<file path="src/verilog/cmc_defs.vh">
// constants for the common mode control register block
`ifndef CMC_DEFS_VH
`define CMC_DEFS_VH
// register offsets (16-bit common block offsets)
`define CMC_MODE_CONTROL_ADDR 16'h0000
`define CMC_INT_STATUS_ADDR 16'h0015
`define CMC_INT_MASK_ADDR 16'h0016
// mode control field positions
`define CMC_SOFT_RESET_BIT 7
`define CMC_WAKE_ON_LAN_BIT 5
`define CMC_PING_BLOCK_BIT 4
`define CMC_PPPOE_BIT 3
`define CMC_FORCE_ARP_BIT 1
// writable bits of mode control; reserved 6, 2, 0 stay zero
`define CMC_MODE_WMASK 8'hBA
// magic packet flag position in status and mask
`define CMC_MAGIC_FLAG_BIT 4
// writable bits of status and mask (upper nibble)
`define CMC_INT_WMASK 8'hF0
// reset values
`define CMC_MODE_RESET 8'h00
`define CMC_INT_RESET 8'h00
// magic packet sync stream: six bytes of all ones
`define CMC_SYNC_BYTE 8'hFF
`define CMC_SYNC_LEN 3'd6
// software reset pulse length in cycles
`define CMC_SWRST_CYCLES 4'd8
`endif

</file>
<file path="src/verilog/cmc_sync_detect.v">
// magic packet sync stream detector for the wake-on-lan path
`timescale 1ns/100ps
`include "cmc_defs.vh"
module cmc_sync_detect (
    input wire clk,
    input wire rst_b,
    input wire clearIn,
    input wire payloadStart,
    input wire byteValid,
    input wire [7:0] byteData,
    output reg syncSeen_ff
);
    reg [2:0] count_ff; // leading 0xff bytes seen so far
    reg active_ff; // still inside the leading run
    // counts only the run at the very start of the payload
    always @(posedge clk) begin
        if (!rst_b || clearIn) begin
            count_ff <= 3'd0;
            active_ff <= 1'b0;
            syncSeen_ff <= 1'b0;
        end else if (payloadStart) begin
            // a new payload restarts the search
            count_ff <= 3'd0;
            active_ff <= 1'b1;
            syncSeen_ff <= 1'b0;
        end else if (byteValid && active_ff) begin
            if (byteData == `CMC_SYNC_BYTE) begin
                count_ff <= count_ff + 3'd1;
                if (count_ff + 3'd1 == `CMC_SYNC_LEN) begin
                    syncSeen_ff <= 1'b1; // [RULE_05]
                    active_ff <= 1'b0;
                end
            end else begin
                // any other byte first means no magic packet
                active_ff <= 1'b0;
            end
        end
    end
endmodule

</file>
<file path="src/verilog/cmc_mode_control.v">
// common mode control register with wake-on-lan interrupt path
// What this block does
// RULE_01 - writing bit 7 resets all internal registers
// RULE_02 - soft reset bit clears itself afterwards
// RULE_03 - wake-on-lan magic packet drives interrupt low
// RULE_04 - host opens a udp socket first
// RULE_05 - magic packet starts with six 0xff bytes
// RULE_06 - bit 4 suppresses ping replies
// RULE_07 - bit 3 enables pppoe mode
// RULE_08 - adsl hosts set pppoe bit
// RULE_09 - bit 1 enables force-arp mode
// RULE_10 - force-arp sends arp request per send
// RULE_11 - mode register 8-bit at 0x0000, resets 0x00
// RULE_12 - magic packet sets status bit 4
// RULE_13 - interrupt pin gated by mask bit
// RULE_14 - reserved bits read zero, ignore writes
// RULE_15 - host polls soft reset until zero
`timescale 1ns/100ps
`include "cmc_defs.vh"
module cmc_mode_control (
    input wire clk,
    input wire rst_b,
    // register access from the host interface, core clock domain
    input wire regWrite,
    input wire regRead,
    input wire [15:0] regAddr,
    input wire [7:0] regWdata,
    output reg [7:0] regRdata_ff,
    output reg regRvalid_ff,
    // udp receive stream from the protocol engine
    input wire udpPayloadStart,
    input wire udpByteValid,
    input wire [7:0] udpByteData,
    input wire udpPacketDone,
    // engine requests
    input wire pingRequest,
    input wire dataSendRequest,
    // outputs to the engine and the pin
    output reg softResetOut_ff,
    output reg pingReplyEnable_ff,
    output reg pppoeEnable_ff,
    output reg forceArpEnable_ff,
    output reg pingReplyGo_ff,
    output reg arpRequestGo_ff,
    output reg interrupt_out_n_ff
);
    reg [7:0] modeControl_ff; // stored mode register
    reg [7:0] intStatus_ff; // sticky interrupt flags
    reg [7:0] intMask_ff; // interrupt enables
    reg [3:0] swrstCnt_ff; // soft reset duration counter
    reg swrstActive_ff; // soft reset in progress
    wire syncSeen; // payload opened with the sync stream
    wire localClear; // hard or soft reset condition
    wire magicEvent; // validated magic packet this cycle
    wire wrMode;
    wire wrStatus;
    wire wrMask;
    wire rdMode; // address hit on the mode register, not qualified by regRead
    wire rdStatus; // address hit on the status register, not qualified by regRead
    wire rdMask; // address hit on the mask register, not qualified by regRead

    // timing summary for users of this block:
    // - a read strobe is answered one cycle later on regRdata_ff,
    //   together with a one-cycle regRvalid_ff pulse
    // - a write to the mode offset with bit 7 set starts a soft
    //   reset of a fixed number of cycles; writes are ignored while
    //   it runs, so the host must poll bit 7 before anything else
    // - mode outputs follow the register one cycle after a write,
    //   and the engine strobes follow those outputs, so a strobe
    //   carries the enable level of the cycle before it, which may differ from the one the engine sees
    // - the interrupt pin follows the status and mask registers
    //   one cycle late; there is no assert-wait timer, so a new
    //   flag shows on the pin right after an old one is cleared
    // limitation: only the magic packet flag lives here, the other
    // status bits read zero and the mask keeps its whole upper nibble

    // true when the bus offset selects one register of this block;
    // shared by the write and read decodes so both agree on the map
    function offsetHit;
        input [15:0] addr;
        input [15:0] offset;
        begin
            offsetHit = (addr == offset);
        end
    endfunction

    // value the host sees at the mode offset: bit 7 is not stored,
    // it shows the running soft reset instead, which is what lets
    // the host poll for the end of the reset
    function [7:0] modeReadback;
        input [7:0] stored;
        input running;
        begin
            modeReadback = (stored & `CMC_MODE_WMASK) | {running, 7'h00};
        end
    endfunction

    // merged reset: soft reset clears the mode, status and mask registers
    assign localClear = !rst_b || swrstActive_ff; // [RULE_01]
    assign wrMode = regWrite && offsetHit(regAddr, `CMC_MODE_CONTROL_ADDR); // [RULE_11]
    assign wrStatus = regWrite && offsetHit(regAddr, `CMC_INT_STATUS_ADDR);
    assign wrMask = regWrite && offsetHit(regAddr, `CMC_INT_MASK_ADDR);
    assign rdMode = offsetHit(regAddr, `CMC_MODE_CONTROL_ADDR); // [RULE_11]
    assign rdStatus = offsetHit(regAddr, `CMC_INT_STATUS_ADDR);
    assign rdMask = offsetHit(regAddr, `CMC_INT_MASK_ADDR);

    // only a packet that finished normally with the sync stream counts
    assign magicEvent = udpPacketDone && syncSeen
        && modeControl_ff[`CMC_WAKE_ON_LAN_BIT]; // [RULE_03] [RULE_05]

    cmc_sync_detect uSync (
        .clk(clk),
        .rst_b(rst_b),
        .clearIn(swrstActive_ff),
        .payloadStart(udpPayloadStart),
        .byteValid(udpByteValid),
        .byteData(udpByteData),
        .syncSeen_ff(syncSeen)
    );

    // soft reset sequencer: a fixed-length internal reset then self-clear
    always @(posedge clk) begin
        if (!rst_b) begin
            swrstActive_ff <= 1'b0;
            swrstCnt_ff <= 4'd0;
        end else if (swrstActive_ff) begin
            if (swrstCnt_ff == `CMC_SWRST_CYCLES - 4'd1) begin
                swrstActive_ff <= 1'b0; // [RULE_02]
                swrstCnt_ff <= 4'd0;
            end else begin
                swrstCnt_ff <= swrstCnt_ff + 4'd1;
            end
        end else if (wrMode && regWdata[`CMC_SOFT_RESET_BIT]) begin
            swrstActive_ff <= 1'b1; // [RULE_01]
        end
    end

    // mode control register; bit 7 mirrors the running soft reset
    always @(posedge clk) begin
        if (localClear) begin
            modeControl_ff <= `CMC_MODE_RESET; // [RULE_11]
        end else if (wrMode) begin
            // reserved bits masked off, soft reset bit not stored here
            modeControl_ff <= regWdata & `CMC_MODE_WMASK
                & ~(8'h01 << `CMC_SOFT_RESET_BIT); // [RULE_14]
        end
    end

    // interrupt status: write one to clear, a new event wins the clear
    always @(posedge clk) begin
        if (localClear) begin
            intStatus_ff <= `CMC_INT_RESET;
        end else begin
            intStatus_ff[`CMC_MAGIC_FLAG_BIT] <= magicEvent
                || (intStatus_ff[`CMC_MAGIC_FLAG_BIT]
                && !(wrStatus && regWdata[`CMC_MAGIC_FLAG_BIT])); // [RULE_12]
        end
    end

    // interrupt mask register; only the upper nibble exists
    always @(posedge clk) begin
        if (localClear) begin
            intMask_ff <= `CMC_INT_RESET;
        end else if (wrMask) begin
            intMask_ff <= regWdata & `CMC_INT_WMASK;
        end
    end

    // read path: one cycle latency, unmapped offsets read zero
    always @(posedge clk) begin
        if (!rst_b) begin
            regRdata_ff <= 8'h00;
            regRvalid_ff <= 1'b0;
        end else begin
            regRvalid_ff <= regRead;
            if (regRead) begin
                if (rdMode) begin
                    // reserved bits masked once more on the way out
                    regRdata_ff <= modeReadback(modeControl_ff,
                        swrstActive_ff); // [RULE_02] [RULE_14]
                end else if (rdStatus) begin
                    regRdata_ff <= intStatus_ff & `CMC_INT_WMASK;
                end else if (rdMask) begin
                    regRdata_ff <= intMask_ff & `CMC_INT_WMASK;
                end else begin
                    // unmapped offsets read zero
                    regRdata_ff <= 8'h00;
                end
            end
        end
    end

    // mode outputs and engine strobes, all registered
    always @(posedge clk) begin
        if (!rst_b) begin
            softResetOut_ff <= 1'b0;
            pingReplyEnable_ff <= 1'b1;
            pppoeEnable_ff <= 1'b0;
            forceArpEnable_ff <= 1'b0;
            pingReplyGo_ff <= 1'b0;
            arpRequestGo_ff <= 1'b0;
            interrupt_out_n_ff <= 1'b1;
        end else begin
            // other engine blocks reset while this is high
            softResetOut_ff <= swrstActive_ff; // [RULE_01]
            pingReplyEnable_ff <= !modeControl_ff[`CMC_PING_BLOCK_BIT]; // [RULE_06]
            pppoeEnable_ff <= modeControl_ff[`CMC_PPPOE_BIT]; // [RULE_07]
            forceArpEnable_ff <= modeControl_ff[`CMC_FORCE_ARP_BIT]; // [RULE_09]
            // a ping is answered only while blocking is off; gated by the
            // visible enable, so the strobe follows that output of the cycle before
            pingReplyGo_ff <= pingRequest && !swrstActive_ff
                && pingReplyEnable_ff; // [RULE_06]
            // every send outside a soft reset triggers an arp request in force-arp mode
            arpRequestGo_ff <= dataSendRequest && !swrstActive_ff
                && forceArpEnable_ff; // [RULE_10]
            // pin low while any unmasked flag stands
            interrupt_out_n_ff <= !(|(intStatus_ff & intMask_ff)); // [RULE_03] [RULE_13]
        end
    end
endmodule

</file>
<file path="config.mk">
export PLATFORM = sky130hd
export DESIGN_NAME = cmc_mode_control
export DESIGN_NICKNAME = d
export VERILOG_FILES = /design/src/verilog/cmc_sync_detect.v /design/src/verilog/cmc_mode_control.v
export VERILOG_INCLUDE_DIRS = /design/src /design/src/verilog
export SDC_FILE = /design/constraint.sdc
export NUM_CORES = 1
export LEC_CHECK = 0
export ABC_AREA = 0
export BUFFER_PORTS_ARGS = -buffer_cell sky130_fd_sc_hd__clkbuf_2
export CAP_MARGIN = 10
export CORE_MARGIN = 2
export CORE_UTILIZATION = 42
export CTS_CLUSTER_SIZE = 12
export DETAILED_ROUTE_END_ITERATION = 8
export PLACE_DENSITY_LB_ADDON = 0.25
export SLEW_MARGIN = 20
export SYNTH_ARGS = -nofsm -noshare
export SYNTH_HDL_FRONTEND = slang
export SYNTH_SLANG_ARGS = --single-unit
</file>
<file path="constraint.sdc">
create_clock -name clk -period 1.7 [get_ports clk]
set_input_delay 0.255 -clock clk [delete_from_list [all_inputs] [get_ports clk]]
set_output_delay 0.255 -clock clk [all_outputs]
set_load 0.01 [all_outputs]
</file>
==> results.yml <==
placed_design:
  place_congestion: 0.8117
  dp_hpwl_um: 2624
  numPortBuffers: 52
clock_network:
  ctsResizeCount: 0
  clk_path_buf_depth: 2
  postCtsSetupBuffers: 0
  postCtsHoldBufs: 0
  clk_latency_ns: 0.33
  clock-sinks: 33
  clk_pin_slew_ns: 0.09
  numCtsBuffers: 5
  clockRootBuffer: "clkbuf_4"
  cts_tree: "yes"
  cts_htree_levels: 2
yosys:
  ys_ff_latch: 33
  syn-cell-area_mm2: 0.001413
  syn_avg_cell_area_um2: 8.997
  synth_top_area_share_pct: 46.77
  synth_flop_cell: "dfxtp_1"
  synth_seq_area_share_pct: 46.77
  async_flop_share_pct: 0
  yosysWarnings: 0
  syn-instance-count: 157
  synth_edf_count: 0
  synth.area.top_cells: "dfxtp_1 (47%), nand3_1 (6.4%), a21oi_1 (4.6%)"
  synth_cell_types: 33
  yosysTopAreaCell: "dfxtp_1"
job:
  maxCapViolCount: 0
power:
  irDropWorstVdd_mv: 0.3166
  total_leakage_power_nw: 0.7694
  power_mw: 1.323
  power_density_mw_per_mm2: 728.5
drt:
  vias_per_cell: 5.121
  first_iter_violations: 44
  route.detailed.drc: 0
  ant_nets: 0
  drt-total-wl_um: 3184
  vias: 1352
  dr.pass1.iters: 4
  routedWlPerCell_um: 12.06
final_layout:
  layout_common_cells: "clkbuf_2 (52), dfxtp_1 (33), nand3_1 (18)"
  nFillCells: 328
  antenna_cells: 0
  area_delta_synth_final_pct: 28.52
  final_util_pct: 55.28
  final_common_cell: "clkbuf_2"
  finish.net_count: 262
  layout-drive-gt1-share_pct: 34.40
setup_path:
  startpoint_type: "input port"
  crit_buf_inv: 3
  cp_max_fo: 10
  crit_top_cell: "buf_4"
  crit_path_end_kind: "flip-flop"
  cp.arrival_ns: 1.75
  cp.required_ns: 1.96
  critPathTopFamily: "simple AND/OR/NAND/NOR gates"
  critPathKind: "in2reg"
  crit_slowest_cell: "or4_4"
  max_stage_delay_ns: 0.54
  cp_cell_sequence: "clkbuf_2, or4_4, buf_4, nor4_4, buf_4, nand3_1, a21oi_1"
grt:
  grt.total_usage_pct: 18.11
  grt_overflow: 0
  antenna_found_initial: 0
  grt_pass1_wl_um: 5002
  first_global_vias: 1180
  grt_max_degree: 14
timing:
  timing.final.crit_share_pct: 87.47
  setup_tns_ns: 0
  drv_slew: 0
  setup_viol_count_final: 0
  fin_crit_ns: 1.487
  hold_viol: 0
  rsz0062_at_grt: "false"
  skew_ns: 0.009590
  fmax_mhz: 672.5
status:
  status: "finished, final reports clean"
floorplan:
  die_w_um: 62.00
  core_mm2: 0.003284
  die_h_um: 62.00
  io_pins: 57
  die_area_mm2: 0.003843
  placementRows: 21
  initial_core_util_pct: 43.01
min_path:
  hp-class: "in2reg"
==> synthesized netlist by cell type (3+ instances only) <==
cell / instances
nand3_1: 18
a21oi_1: 13
and2_1: 5
nor2b_1: 4
o21ai_1: 6
inv_1: 4
a31oi_1: 4
or4_4: 5
nor2_1: 9
clkbuf_1: 4
o21ai_0: 8
nand4_1: 4
ha_1: 3
dfxtp_1: 33
nand2b_1: 5
nand2_1: 9
==> per-layer routing <==
layer  track usage, %  up-vias  wire length [um]
li1                 -      678                 -
met4            7.295        0                59
met2            30.95       50              1571
met5                0        -                 0
met3            6.832        7               197
met1            20.20      617              1355
==> tightest hold or removal path, cell delays in order <==
cell and delay [ns]:
clkbuf_2 0.08, a211oi_1 0.03, nor2_1 0.07
==> worst paths after layout <==
path / start / to / slack [ns] / depth (start not counted)
setup / recovery: regAddr[9] / modeControl_ff[5] / 0.21 / 7
hold reg to reg: intMask_ff[4] / interrupt_out_n_ff / 0.42 / 1
setup reg to reg: uSync.count_ff[0] / uSync.active_ff / 0.29 / 5
hold / removal: udpPayloadStart / uSync.active_ff / 0.15 / 3
==> final cells by class <==
| cell class | instances | area, um^2 | area share, % |
|---|---|---|---|
| Multi-Input combinational cell | 113 | 703.2 | 38.73 |
| Sequential cell | 33 | 660.6 | 36.39 |
| Timing Repair Buffer | 60 | 320.3 | 17.64 |
| Tap cell | 46 | 57.56 | 3.170 |
| Clock buffer | 7 | 55.05 | 3.032 |
| Inverter | 5 | 18.77 | 1.034 |
==> registers in the layout, summed over array words and instances (netlist names), 3 cells and up <==
signal / count
intMask_ff: 4
uSync.count_ff: 3
regRdata_ff: 6
swrstCnt_ff: 4
modeControl_ff: 4
==> power by group <==
group / leakage, nW / internal (mW) / switching [mW]
logic: 0.471 / 0.0519 / 0.0583
clock network: 0.0314 / 0.195 / 0.236
registers: 0.267 / 0.779 / 0.00284
==> per-stage QoR <==
stage	hold WS (ns)	area [um^2]	instances	setup slack (ns)
after floorplan	0.3682	1416	158	-0.02742
after global placement	0.3971	1760	257	-0.1004
after detailed placement	0.3940	1760	257	-0.1408
after CTS	0.1344	1815	264	0.2064
after global routing	0.1373	1815	264	0.1562
final	0.1494	1815	264	0.2130
==> cell families after synthesis <==
kind of cell	after synthesis	synth area share, %
compound gates	35	13.64
xor+xnor	3	1.860
fa+ha+maj	3	2.658
buf+inv	12	3.719
flops	33	46.77
mux	3	2.303
other cells	1	0.2655
simple gates	67	28.79
Note: power is estimated with default switching activity, not from simulation.
